**src/pkg/ienc_pkg.sv**
```systemverilog
// constants and types shared by the incremental encoder evaluation block
package ienc_pkg;
  localparam int CLK_MHZ = 125;
  localparam int STALL_US = 2000;
  localparam int STALL_CYC = STALL_US * CLK_MHZ;
  localparam int WIN_US = 1000;
  localparam int WIN_CYC = WIN_US * CLK_MHZ;
  localparam int MAX_EDGE_KHZ = 150;
  localparam logic [15:0] TC_MAX_US = 16'd32000;
  localparam logic [15:0] TC_RST = 16'h0000;
  localparam logic [13:0] MARKS_MIN = 14'd1;
  localparam logic [13:0] MARKS_MAX = 14'd8192;
  localparam logic [13:0] MARKS_RST = 14'd1024;
  // register byte offsets
  localparam logic [7:0] OFS_CTRL = 8'h00;
  localparam logic [7:0] OFS_MARKS = 8'h04;
  localparam logic [7:0] OFS_FILT = 8'h08;
  localparam logic [7:0] OFS_REACT = 8'h0C;
  localparam logic [7:0] OFS_STAT = 8'h10;
  localparam logic [7:0] OFS_MASK = 8'h14;
  localparam logic [7:0] OFS_POS = 8'h18;
  localparam logic [7:0] OFS_SPEED = 8'h1C;
  // status bit positions
  localparam int ST_REF = 0;
  localparam int ST_STALL = 1;
  localparam int ST_DIR = 2;
  localparam int ST_W = 3;
  localparam logic [4:0] CTRL_RST = 5'h00;
  localparam logic [1:0] REACT_RST = 2'h0;
  localparam logic [ST_W-1:0] MASK_RST = 3'h0;
  typedef enum logic [1:0] {
    EVAL_SINGLE = 2'b00,
    EVAL_DOUBLE = 2'b01,
    EVAL_QUAD = 2'b10
  } ienc_eval_type;
endpackage : ienc_pkg

```
**src/rtl/ienc_top.sv**
```systemverilog
// incremental encoder evaluation with apb registers and interrupt
//
// Added by the designer: register access over APB and the placing of the registers.
`timescale 1ns/1ns
`default_nettype none
module ienc_top
  import ienc_pkg::*;
#(
  parameter int STALL_CYCLES = STALL_CYC,
  parameter int WIN_CYCLES = WIN_CYC
) (
  // clock and reset
  input wire logic clk,
  input wire logic nrst,
  // apb slave
  input wire logic psel,
  input wire logic penable,
  input wire logic pwrite,
  input wire logic [7:0] paddr,
  input wire logic [31:0] pwdata,
  output logic [31:0] prdata,
  output logic pready,
  output logic pslverr,
  // sensor tracks
  input wire logic trackA,
  input wire logic trackB,
  input wire logic trackRef,
  // status and fault reaction
  output logic irq,
  output logic dirCw,
  output logic faultTrig,
  output logic [1:0] faultMode
);
  // synchroniser chains: stage 0 only feeds stage 1
  logic [2:0] aSync_q, bSync_q, zSync_q;
  always_ff @(posedge clk or negedge nrst) begin
    if (!nrst) begin
      aSync_q <= 3'h0;
      bSync_q <= 3'h0;
      zSync_q <= 3'h0;
    end else begin
      aSync_q <= {aSync_q[1:0], trackA};
      bSync_q <= {bSync_q[1:0], trackB};
      zSync_q <= {zSync_q[1:0], trackRef};
    end
  end

  // edges from stages 1 and 2 only
  logic aRise, aFall, bRise, bFall, zRise;
  assign aRise = aSync_q[1] & ~aSync_q[2];
  assign aFall = ~aSync_q[1] & aSync_q[2];
  assign bRise = bSync_q[1] & ~bSync_q[2];
  assign bFall = ~bSync_q[1] & bSync_q[2];
  assign zRise = zSync_q[1] & ~zSync_q[2];

  // configuration registers
  logic [4:0] ctrl_q;
  logic [13:0] marks_q;
  logic [15:0] filt_q;
  logic [1:0] react_q;
  logic [ST_W-1:0] stat_q, mask_q;
  ienc_eval_type evalSel;
  logic refEn, invDir;
  assign evalSel = ienc_eval_type'(ctrl_q[1:0]);
  assign refEn = ctrl_q[2];
  assign invDir = ctrl_q[3];

  // edge qualification per evaluation level
  logic evalEdge, cwStep;
  always_comb begin
    unique case (evalSel)
      EVAL_SINGLE: begin
        evalEdge = aRise;
        cwStep = ~bSync_q[1];
      end
      EVAL_DOUBLE: begin
        evalEdge = aRise | aFall;
        cwStep = aRise ? ~bSync_q[1] : bSync_q[1];
      end
      EVAL_QUAD: begin
        evalEdge = aRise | aFall | bRise | bFall;
        // B rising while A high follows A rising: clockwise
        cwStep = (aRise & ~bSync_q[1]) | (bRise & aSync_q[1])
          | (aFall & bSync_q[1]) | (bFall & ~aSync_q[1]);
      end
      default: begin
        evalEdge = 1'b0;
        cwStep = 1'b1;
      end
    endcase
  end

  // simultaneous A and B change in quad mode is a skipped state
  logic stepValid, cwEff;
  assign stepValid = evalEdge & ~((aRise | aFall) & (bRise | bFall) & (evalSel == EVAL_QUAD));
  assign cwEff = cwStep ^ invDir;

  // position counter and direction
  logic signed [31:0] pos_q;
  logic dir_q;
  always_ff @(posedge clk or negedge nrst) begin
    if (!nrst) begin
      pos_q <= 32'sh0;
      dir_q <= 1'b1;
    end else if (stepValid) begin
      pos_q <= cwEff ? pos_q + 32'sh1 : pos_q - 32'sh1;
      dir_q <= cwEff;
    end
  end
  assign dirCw = dir_q;

  // sequence phase within one A cycle, restarted on A rising
  logic [1:0] seq_q;
  always_ff @(posedge clk or negedge nrst) begin
    if (!nrst) begin
      seq_q <= 2'h0;
    end else if (evalSel == EVAL_QUAD && stepValid) begin
      seq_q <= aRise ? 2'h1 : seq_q + 2'h1;
    end
  end

  // reference check: edges per revolution vs marks times multiplier
  logic [15:0] revCnt_q, revExp;
  logic refArmed_q, refBad;
  always_comb begin
    unique case (evalSel)
      EVAL_DOUBLE: revExp = {1'b0, marks_q, 1'b0};
      EVAL_QUAD: revExp = {marks_q, 2'b00};
      default: revExp = {2'b00, marks_q};
    endcase
  end
  // first rise after enabling only arms: the count before it covers a partial turn
  assign refBad = refEn & zRise & refArmed_q & (revCnt_q != revExp);
  always_ff @(posedge clk or negedge nrst) begin
    if (!nrst) begin
      revCnt_q <= 16'h0;
      refArmed_q <= 1'b0;
    end else if (!refEn) begin
      revCnt_q <= 16'h0;
      refArmed_q <= 1'b0;
    end else if (zRise) begin
      // a step in the same cycle belongs to the new revolution
      revCnt_q <= {15'h0, stepValid};
      refArmed_q <= 1'b1;
    end else if (stepValid) begin
      revCnt_q <= revCnt_q + 16'h1;
    end
  end

  // fault reaction pulse with the selected mode
  always_ff @(posedge clk or negedge nrst) begin
    if (!nrst) begin
      faultTrig <= 1'b0;
    end else begin
      faultTrig <= refBad;
    end
  end
  assign faultMode = react_q;

  // stall watchdog: no evaluated edge for 2 ms
  logic [$clog2(STALL_CYCLES+1)-1:0] stallCnt_q;
  logic stallHit;
  assign stallHit = (stallCnt_q == ($bits(stallCnt_q))'(STALL_CYCLES - 1)) & ~stepValid;
  always_ff @(posedge clk or negedge nrst) begin
    if (!nrst) begin
      stallCnt_q <= '0;
    end else if (stepValid || stallHit) begin
      stallCnt_q <= '0;
    end else begin
      stallCnt_q <= stallCnt_q + 1'b1;
    end
  end

  // raw speed: signed steps per window
  logic [$clog2(WIN_CYCLES+1)-1:0] winCnt_q;
  logic signed [15:0] acc_q, raw_q;
  logic winEnd;
  assign winEnd = winCnt_q == ($bits(winCnt_q))'(WIN_CYCLES - 1);
  always_ff @(posedge clk or negedge nrst) begin
    if (!nrst) begin
      winCnt_q <= '0;
      acc_q <= 16'sh0;
      raw_q <= 16'sh0;
    end else begin
      winCnt_q <= winEnd ? '0 : winCnt_q + 1'b1;
      if (winEnd) begin
        raw_q <= acc_q;
        acc_q <= 16'sh0;
      end else if (stepValid) begin
        acc_q <= cwEff ? acc_q + 16'sh1 : acc_q - 16'sh1;
      end
    end
  end

  // first-order filter, shift grows with tc per window; tc 0 passes through
  logic [2:0] fShift;
  always_comb begin
    fShift = 3'd0;
    for (int k = 0; k < 6; k++) begin
      if (filt_q >= 16'(WIN_US << k)) fShift = 3'(k + 1);
    end
  end
  logic signed [15:0] speed_q;
  logic signed [16:0] fDiff;
  logic winEnd_q;
  assign fDiff = 17'(raw_q) - 17'(speed_q);
  always_ff @(posedge clk or negedge nrst) begin
    if (!nrst) begin
      speed_q <= 16'sh0;
      winEnd_q <= 1'b0;
    end else begin
      winEnd_q <= winEnd;
      if (winEnd_q) speed_q <= speed_q + 16'(fDiff >>> fShift);
    end
  end

  // apb decode; slave always ready, unmapped address errors
  logic apbAcc, wrAcc, mapped;
  assign apbAcc = psel & penable;
  assign wrAcc = apbAcc & pwrite;
  assign pready = 1'b1;
  always_comb begin
    mapped = 1'b1;
    prdata = 32'h0;
    unique case (paddr)
      OFS_CTRL: prdata = {27'h0, ctrl_q};
      OFS_MARKS: prdata = {18'h0, marks_q};
      OFS_FILT: prdata = {16'h0, filt_q};
      OFS_REACT: prdata = {30'h0, react_q};
      OFS_STAT: prdata = {29'h0, stat_q};
      OFS_MASK: prdata = {29'h0, mask_q};
      OFS_POS: prdata = pos_q;
      OFS_SPEED: prdata = {{16{speed_q[15]}}, speed_q};
      default: mapped = 1'b0;
    endcase
  end
  assign pslverr = apbAcc & ~mapped;

  // configuration writes; out-of-range values are clamped
  always_ff @(posedge clk or negedge nrst) begin
    if (!nrst) begin
      ctrl_q <= CTRL_RST;
      marks_q <= MARKS_RST;
      filt_q <= TC_RST;
      react_q <= REACT_RST;
      mask_q <= MASK_RST;
    end else if (wrAcc) begin
      unique case (paddr)
        OFS_CTRL: ctrl_q <= (pwdata[1:0] == 2'b11) ? {pwdata[4:2], 2'b10} : pwdata[4:0];
        OFS_MARKS: begin
          if (pwdata[31:0] > 32'(MARKS_MAX)) marks_q <= MARKS_MAX;
          else if (pwdata[13:0] < MARKS_MIN) marks_q <= MARKS_MIN;
          else marks_q <= pwdata[13:0];
        end
        OFS_FILT: filt_q <= (pwdata > 32'(TC_MAX_US)) ? TC_MAX_US : pwdata[15:0];
        OFS_REACT: react_q <= pwdata[1:0];
        OFS_MASK: mask_q <= pwdata[ST_W-1:0];
        default: ;
      endcase
    end
  end

  // sticky status, write one to clear, a new event wins over the clear
  logic [ST_W-1:0] evt, clr;
  assign evt = {stepValid & (cwEff != dir_q), stallHit, refBad};
  assign clr = (wrAcc && paddr == OFS_STAT) ? pwdata[ST_W-1:0] : '0;
  always_ff @(posedge clk or negedge nrst) begin
    if (!nrst) begin
      stat_q <= '0;
    end else begin
      stat_q <= (stat_q & ~clr) | evt;
    end
  end
  assign irq = |(stat_q & mask_q);

  // checks: counting per evaluation level
  // disable iff keeps every check quiet while reset is low
  a_pos_up: assert property (@(posedge clk) disable iff (!nrst)
    stepValid && cwEff |=> pos_q == $past(pos_q) + 32'sh1) else $error("position did not count up");
  a_pos_down: assert property (@(posedge clk) disable iff (!nrst)
    stepValid && !cwEff |=> pos_q == $past(pos_q) - 32'sh1) else $error("position did not count down");
  a_single_edges: assert property (@(posedge clk) disable iff (!nrst)
    evalSel == EVAL_SINGLE && !aRise |=> $stable(pos_q)) else $error("single mode counted a non A-rise");
  a_single_rise: assert property (@(posedge clk) disable iff (!nrst)
    evalSel == EVAL_SINGLE && aRise |=> pos_q != $past(pos_q)) else $error("single mode missed A rise");
  a_double_fall: assert property (@(posedge clk) disable iff (!nrst)
    evalSel == EVAL_DOUBLE && aFall |=> pos_q != $past(pos_q)) else $error("double mode missed A fall");
  a_double_rise: assert property (@(posedge clk) disable iff (!nrst)
    evalSel == EVAL_DOUBLE && aRise |=> pos_q != $past(pos_q)) else $error("double mode missed A rise");
  a_track_b_ignored: assert property (@(posedge clk) disable iff (!nrst)
    evalSel != EVAL_QUAD && !aRise && !aFall |=> $stable(pos_q)) else $error("B edge counted outside quad mode");
  a_quad_bedge: assert property (@(posedge clk) disable iff (!nrst)
    evalSel == EVAL_QUAD && bRise && !aRise && !aFall |=> pos_q != $past(pos_q)) else $error("quad missed B edge");
  a_cw_order: assert property (@(posedge clk) disable iff (!nrst)
    evalSel == EVAL_QUAD && !invDir && bRise && aSync_q[1] && !aRise && !aFall |=> dir_q)
    else $error("A then B rise not cw");
  a_acw_order: assert property (@(posedge clk) disable iff (!nrst)
    evalSel == EVAL_QUAD && !invDir && bFall && aSync_q[1] && !aRise && !aFall |=> !dir_q)
    else $error("A rise, B fall not acw");
  // sequence within one A cycle
  a_seq_restart: assert property (@(posedge clk) disable iff (!nrst)
    evalSel == EVAL_QUAD && aRise && !bRise && !bFall |=> seq_q == 2'h1) else $error("sequence not restarted");
  a_seq_advance: assert property (@(posedge clk) disable iff (!nrst)
    evalSel == EVAL_QUAD && stepValid && !aRise |=> seq_q == $past(seq_q) + 2'h1) else $error("sequence stuck");
  // edge capture; one edge per three cycles is well past 150 kHz
  a_sync_delay: assert property (@(posedge clk) disable iff (!nrst)
    aRise |-> $past(trackA, 2) && !$past(trackA, 3)) else $error("A edge not two stages late");
  a_a_capture: assert property (@(posedge clk) disable iff (!nrst)
    aSync_q[0] && !aSync_q[1] |=> aRise) else $error("A change not seen as edge");
  a_b_capture: assert property (@(posedge clk) disable iff (!nrst)
    bSync_q[0] != bSync_q[1] |=> bRise || bFall) else $error("B change not seen as edge");
  // reference check and fault reaction
  a_ref_arm: assert property (@(posedge clk) disable iff (!nrst)
    refEn && zRise |=> refArmed_q) else $error("reference check not armed");
  a_ref_count: assert property (@(posedge clk) disable iff (!nrst)
    refEn && zRise |=> revCnt_q == {15'h0, $past(stepValid)}) else $error("revolution count not restarted");
  a_ref_ok: assert property (@(posedge clk) disable iff (!nrst)
    zRise && revCnt_q == revExp |=> !faultTrig) else $error("fault on good revolution");
  a_ref_off: assert property (@(posedge clk) disable iff (!nrst)
    !refEn |=> !faultTrig) else $error("fault with reference check off");
  a_ref_fault: assert property (@(posedge clk) disable iff (!nrst)
    refBad |=> faultTrig && stat_q[ST_REF]) else $error("reference fault not raised");
  a_fault_pulse: assert property (@(posedge clk) disable iff (!nrst)
    faultTrig |=> !faultTrig) else $error("fault trigger longer than one cycle");
  // stall, filter, configuration and status
  a_stall_flag: assert property (@(posedge clk) disable iff (!nrst)
    stallHit |=> stat_q[ST_STALL] && stallCnt_q == '0) else $error("stall not flagged");
  a_stall_restart: assert property (@(posedge clk) disable iff (!nrst)
    stepValid |=> stallCnt_q == '0) else $error("stall count not restarted");
  a_no_filter: assert property (@(posedge clk) disable iff (!nrst)
    filt_q < 16'(WIN_US) && winEnd_q |=> speed_q == $past(raw_q)) else $error("unfiltered speed differs");
  a_marks_range: assert property (@(posedge clk) disable iff (!nrst)
    marks_q >= MARKS_MIN && marks_q <= MARKS_MAX) else $error("division marks out of range");
  a_dir_status: assert property (@(posedge clk) disable iff (!nrst)
    stepValid && cwEff != dir_q |=> stat_q[ST_DIR]) else $error("direction change not flagged");
  a_stat_sticky: assert property (@(posedge clk) disable iff (!nrst)
    stat_q[ST_REF] && !clr[ST_REF] |=> stat_q[ST_REF]) else $error("reference status lost");
  a_bad_addr: assert property (@(posedge clk) disable iff (!nrst)
    apbAcc && paddr > OFS_SPEED |-> pslverr) else $error("unmapped access not refused");
  c_quad_cycle: cover property (@(posedge clk) disable iff (!nrst) evalSel == EVAL_QUAD && seq_q == 2'h3 ##[1:1000] aRise);
  c_ref_bad: cover property (@(posedge clk) disable iff (!nrst) refBad);
  c_ref_good: cover property (@(posedge clk) disable iff (!nrst) refEn && zRise && refArmed_q && !refBad);
  c_stall: cover property (@(posedge clk) disable iff (!nrst) stallHit);
  c_dir_change: cover property (@(posedge clk) disable iff (!nrst) stepValid && cwEff != dir_q);
endmodule : ienc_top
`default_nettype wire

```
**config.mk**
```make
export PLATFORM = sky130hd
export DESIGN_NAME = ienc_top
export DESIGN_NICKNAME = d
export VERILOG_FILES = /design/src/pkg/ienc_pkg.sv /design/src/rtl/ienc_top.sv
export SDC_FILE = /design/constraint.sdc
export NUM_CORES = 1
export LEC_CHECK = 0
export ABC_AREA = 1
export BUFFER_PORTS_ARGS = -buffer_cell sky130_fd_sc_hd__buf_4
export CELL_PAD_IN_SITES_DETAIL_PLACEMENT = 1
export CELL_PAD_IN_SITES_GLOBAL_PLACEMENT = 2
export CORE_ASPECT_RATIO = 0.9
export CORE_MARGIN = 2
export CORE_UTILIZATION = 36
export CTS_BUF_LIST = sky130_fd_sc_hd__clkbuf_16
export DETAILED_ROUTE_END_ITERATION = 6
export GPL_ROUTABILITY_DRIVEN = 0
export GPL_TIMING_DRIVEN = 0
export PLACE_DENSITY = 0.84
export SLEW_MARGIN = 20
export SYNTH_ARGS = -nofsm -noshare
export SYNTH_HDL_FRONTEND = slang
export SYNTH_SLANG_ARGS = --single-unit
```
**constraint.sdc**
```tcl
create_clock -name clk -period 6.6 [get_ports clk]
set_input_delay 0.33 -clock clk [delete_from_list [all_inputs] [get_ports clk]]
set_output_delay 0.33 -clock clk [all_outputs]
set_load 0.01 [all_outputs]
```
======== After elaboration in Yosys (flattened, before gate mapping) ========
Cells that the tools add are included.
word-level totals
  output and inout port bits .............. 39
  input bits .............................. 48
  logic and storage cells ................. 135
  register bits ........................... 187
operators by class
  $lt $le $gt $ge ......................... 9
  reductions and logical operators ........ 12
  shift-type cells ........................ 1
  bitwise gates (word level) .............. 40
  equality and inequality tests ........... 16
  mux-type cells .......................... 28
  add/sub/neg operators ................... 9
operator list
  cell                                                                               count
  32-bit one-hot mux with 8 select lines                                             1
  16-bit two-way mux                                                                 7
  32-bit by 2-bit adder with 32-bit output, second input constant                    1
  8-bit by 5-bit equality test with 1-bit output, second input constant              4
  32-bit by 14-bit greater-than comparator with 1-bit output, second input constant  1
  32-bit by 15-bit greater-than comparator with 1-bit output, second input constant  1
  32-bit two-way mux                                                                 1
  16-bit one-hot mux with 2 select lines                                             1
  32-bit by 2-bit subtractor with 32-bit output, second input constant               1
  14-bit two-way mux                                                                 2
  1-bit bitwise AND                                                                  20
  18-bit by 1-bit adder with 18-bit output, second input constant                    1
  18-bit equality test, second input constant                                        1
  18-bit two-way mux                                                                 1
  3-bit two-way mux                                                                  6
  17-bit by 1-bit adder with 17-bit output, second input constant                    1
  17-bit equality test, second input constant                                        1
  17-bit two-way mux                                                                 1
  17-bit by 3-bit >>> shifter with 16-bit output                                     1
  16-bit by 16-bit subtractor with 17-bit output                                     1
  16-bit by 1-bit adder with 16-bit output, second input constant                    1
  16-bit adder                                                                       1
  16-bit by 2-bit adder with 16-bit output, second input constant                    1
  8-bit by 4-bit equality test with 1-bit output, second input constant              2
  other kinds (32)                                                                   56

======== Logic depth before layout (Yosys ltp) ========
  depth in word-level cells ............... 11
  depth in mapped cells ................... 32
  depth with buffers taken out ............ 32

======== Worst setup path after synthesis ========
No wires, ideal clock.
  path type ............................... register to register
  start point ............................. register aSync_q[1]
  end point ............................... register pos_q[27]
  path buffers ............................ 0
  path slack .............................. 1.312 ns
  cell stages (with the launch flop) ...... 18
  required time ........................... 6.467 ns
  data arrival time ....................... 5.155 ns
  setup time .............................. 0.133 ns
  period minus slack after synthesis ...... 5.288 ns
  cell sequence ........................... dfrtp_1 ha_1 ha_1 nor2_1 a211oi_1 nand2_1 xnor2_1 ha_1 a21oi_1 o21ai_1 nor2_1 o21bai_1 nand3_1 nand3_1 a21o_1 or2_2 nand3_1 o21ai_0
between the ends
  word-level cells in the longest chain between the ends .. 8
  elaborated cells between the ends (all ways) .. 22
  classes of those cells .................. mux (4); bitwise (18)
RTL lines
  item                                                          line                                            RTL
  start: declaration                                            ienc_top.sv:35                                  logic [2:0] aSync_q, bSync_q, zSync_q;
  start signal: assignment                                      ienc_top.sv:42                                  aSync_q <= {aSync_q[1:0], trackA};
  1-bit bitwise AND / 1-bit NOT (equally long branches)         ienc_top.sv:50, ienc_top.sv:51, ienc_top.sv:84
  1-bit bitwise AND, on equally long branches                   ienc_top.sv:83, ienc_top.sv:51
  1-bit bitwise OR / 1-bit bitwise AND (equally long branches)  ienc_top.sv:83, ienc_top.sv:84
  1-bit bitwise OR (2 in a row)                                 ienc_top.sv:84                                  | (aFall & bSync_q[1]) | (bFall & ~aSync_q[1]);
  1-bit one-hot mux with 3 select lines                         ienc_top.sv:71                                  unique case (evalSel)
  1-bit XOR                                                     ienc_top.sv:96                                  assign cwEff = cwStep ^ invDir;
  32-bit two-way mux                                            ienc_top.sv:106                                 pos_q <= cwEff ? pos_q + 32'sh1 : pos_q - 32'sh1;
  end signal: assignment                                        ienc_top.sv:106
  end: declaration                                              ienc_top.sv:99                                  logic signed [31:0] pos_q;
Parallel ways exist; a longest one is shown, timed or not.
A chain may end at the register's enable or synchronous reset.

======== Worst setup path after layout ========
  start point ............................. register speed_q[0]
  end point ............................... register speed_q[12]
between the ends
  word-level cells in the longest chain between the ends .. 3
RTL lines
  item                                            line             RTL
  start: declaration                              ienc_top.sv:203  logic signed [15:0] speed_q;
  start signal: assignment                        ienc_top.sv:213  if (winEnd_q) speed_q <= speed_q + 16'(fDiff >>> fShift);
  16-bit by 16-bit subtractor with 17-bit output  ienc_top.sv:206  assign fDiff = 17'(raw_q) - 17'(speed_q);
  17-bit by 3-bit >>> shifter with 16-bit output  ienc_top.sv:213
  16-bit adder (*)                                ienc_top.sv:213
Every way passes the cells marked *; elsewhere a longest branch is shown, timed or not.

==> results_dict.tcl <==
set metrics [dict create \
    worst-r2r-setup-slack_ns 1.98 \
    drt-pass1-iter-count 5 \
    arrival_ns 4.97 \
    coreArea_um2 36400 \
    crit_path_top_delay_cell "fa_1" \
    endpoint "speed_q[12]" \
    die_x_um 207 \
    hold_class "input pin to flip-flop" \
    nets 2079 \
    layout_commonest_cell "nand2_1" \
    drv_slew 0 \
    reg2regPathDepth 26 \
    port-buffer-count 85 \
    tns_ns 0 \
    synth_edf_count 0 \
    ir_drop_uv 193 \
    syn_area_per_cell_um2 7.33 \
    clock_sinks 187 \
    cp-end-kind "flip-flop" \
    ys_types 62 \
    final_cell_area_um2 15400 \
    wire_per_inst_um 18.3 \
    track_usage 0.234 \
    yosys_warnings 0 \
    syn_nets 1965 \
    dp_hpwl_mm 35.7 \
    yosys_register_bits 187 \
    outcome "completed" \
    antenna_cells 0 \
    holdWs_ns 0.107 \
    timing.final.ws_setup_ns 1.98 \
    cts_buffer_depth 2 \
    area_growth_pct 14.9 \
    synth_cells 1826 \
    final_cell_mix "nand2_1 (430), inv_1 (227), dfrtp_1 (185), o21ai_0 (159), a21oi_1 (120)" \
    tightest_slew_ns 0.696 \
    place_ws_ns 2.02 \
    crit_top_cell "nand2_1" \
    finalCriticalPeriod_ns 4.62 \
    cts_buffers 17 \
    max_clock_freq_mhz 216 \
    synth.area.top_cells "dfrtp_1 (35%), nand2_1 (12%), ha_1 (8.1%)" \
    drive_gt1_frac 0.102 \
    cts_tree "done" \
    cts-root-buf "clkbuf_16" \
    required_ns 6.95 \
    ctsHtreeMaxLevel 4 \
    path_clk_slew_ns 0.07 \
    synth_top_area_cell "dfrtp_1" \
    pin_count 87 \
    r2r-start "speed_q[0]" \
    vias_per_cell 5.30 \
    fin_crit_sh 0.701 \
    grt_pass1_vias 13493 \
    clk_latency_ns 0.47 \
    relSlewSlack 0.536 \
    die-area_um2 38700 \
    placed_cell_area_um2 14700 \
    ant_nets 0 \
    die_h_um 187 \
    grt_overflow 0 \
    grt_pass1_wl_mm 73.1 \
    crit_type "flip-flop to flip-flop" \
    grt_max_degree 71 \
    routed_wl_mm 44.5 \
    finalClockSkew_ns 0.0130 \
    antenna_found_initial 0 \
    grt_setup_unrepaired "no" \
    num_vias 12880 \
    dominantRegCellSynth "dfrtp_1" \
    rows 66 \
    p_per_area_nw_per_um2 164 \
    async_flop_share 1.00 \
    path_max_fanout 3 \
    drtIter0Drc 606 \
    cap_viol_max_count 0 \
    startpoint "speed_q[0]" \
    final-setup-viol-count 0 \
    synthesis.area_um2 13400 \
    netlist.area_leader.share 0.346 \
    total_power_w 0.00252 \
    r2r-end "speed_q[12]" \
    initial_core_util 0.368 \
    max_stage_delay_ns 0.46 \
    drc 0 \
    synth.yosys.seq_area_share 0.350 \
    p_leak_nw 7.25 \
    critPathLaunchType "flip-flop" \
    final_hold_viol_count 0 \
]
[synth_stat cells (all sizes together) (20+ instances only)]
| cell | instances |
|---|---|
| nor2 | 126 |
| a31oi | 20 |
| a21oi | 120 |
| nor3 | 47 |
| nand2 | 436 |
| xor2 | 42 |
| nand3 | 90 |
| xnor2 | 25 |
| dfrtp | 185 |
| ha | 87 |
| o21ai | 200 |
| clkbuf | 28 |
| inv | 233 |
[logic make-up (layout without fill, tap and decap cells)]
group                      count (synthesis)  count (layout)  share of synthesized area
and+or+nand+nor                          765             765                      0.252
adders and majority gates                 91              91                     0.0873
other                                      1               1                   0.000280
DFF                                      187             187                      0.350
AOI/OAI and AO/OA                        436             436                      0.185
muxes                                      1               1                   0.000748
buffers and inverters                    278             405                     0.0805
xor gates and xnor gates                  67              67                     0.0438
[timing repair]
item                                   in CTS  in global routing
endpoints found under the hold margin      52                  0
setup buffers                               0                  0
hold buffers                                4                  0
gates resized for setup                     0                  0
[sequential cells by signal (all words and copies together), names as in the netlist, 3 cells and up]
| register | flops |
|---|---|
| aSync_q | 3 |
| acc_q | 16 |
| bSync_q | 3 |
| ctrl_q | 5 |
| filt_q | 16 |
| marks_q | 14 |
| mask_q | 3 |
| pos_q | 32 |
| raw_q | 16 |
| revCnt_q | 16 |
| speed_q | 16 |
| stallCnt_q | 18 |
| stat_q | 3 |
| winCnt_q | 17 |
| zSync_q | 3 |
[final cells by class]
cell class                      instances  area (um^2)
Fill cell                            4595        21000
Clock buffer                           17          425
Timing Repair Buffer                   95          790
Buffer                                 40          179
Sequential cell                       187         4680
Clock inverter                         15          176
Inverter                              238          898
Multi-Input combinational cell       1361         7630
Tap cell                              476          596
[metal layers]
metal / track usage / up-vias / routed length [um]
met5: 0 / - / 0
met4: 0.0591 / 0 / 842
met3: 0.0363 / 41 / 1380
met2: 0.377 / 169 / 20100
met1: 0.330 / 6308 / 22200
li1: - / 6362 / -
[power breakdown]
group,internal [W],total (W),switching [W],leakage (nW)
sequential,0.00117,0.00120,0.0000248,2.46
clock,0.000598,0.00110,0.000500,0.301
combinational,0.0000837,0.000221,0.000137,4.49
total,0.00185,0.00252,0.000662,7.25
[per-stage QoR]
step / instances / utilization
6_report: 2429 / 0.422
4_1_cts: 2429 / 0.422
5_1_grt: 2429 / 0.422
3_5_place_dp: 2393 / 0.405
3_3_place_gp: 2387 / 0.401
2_1_floorplan: 1826 / -
[critical path, delay by kind of cell (launching register included)]
family	cells	cell delay (ns)
AO/OA/AOI/OAI	8	1.70
XOR/XNOR	2	0.30
adder cells (fa/ha/maj)	3	1.08
buffers and inverters	1	0.07
flip-flops	1	0.41
AND/OR/NAND/NOR	12	0.95
[how the worst min path moves through the flow]
stage                            end       start  slack [ns]  cells past startpoint
after floorplan           aSync_q[0]        nrst        0.03                      0
after global placement    zSync_q[1]  zSync_q[0]        0.34                      0
after detailed placement   raw_q[11]        nrst        0.28                      1
after CTS                  ctrl_q[2]   pwdata[2]        0.09                      3
after global routing       ctrl_q[2]   pwdata[2]        0.12                      3
final                      ctrl_q[2]   pwdata[2]        0.11                      3
Power figures use the tool's default switching activity.
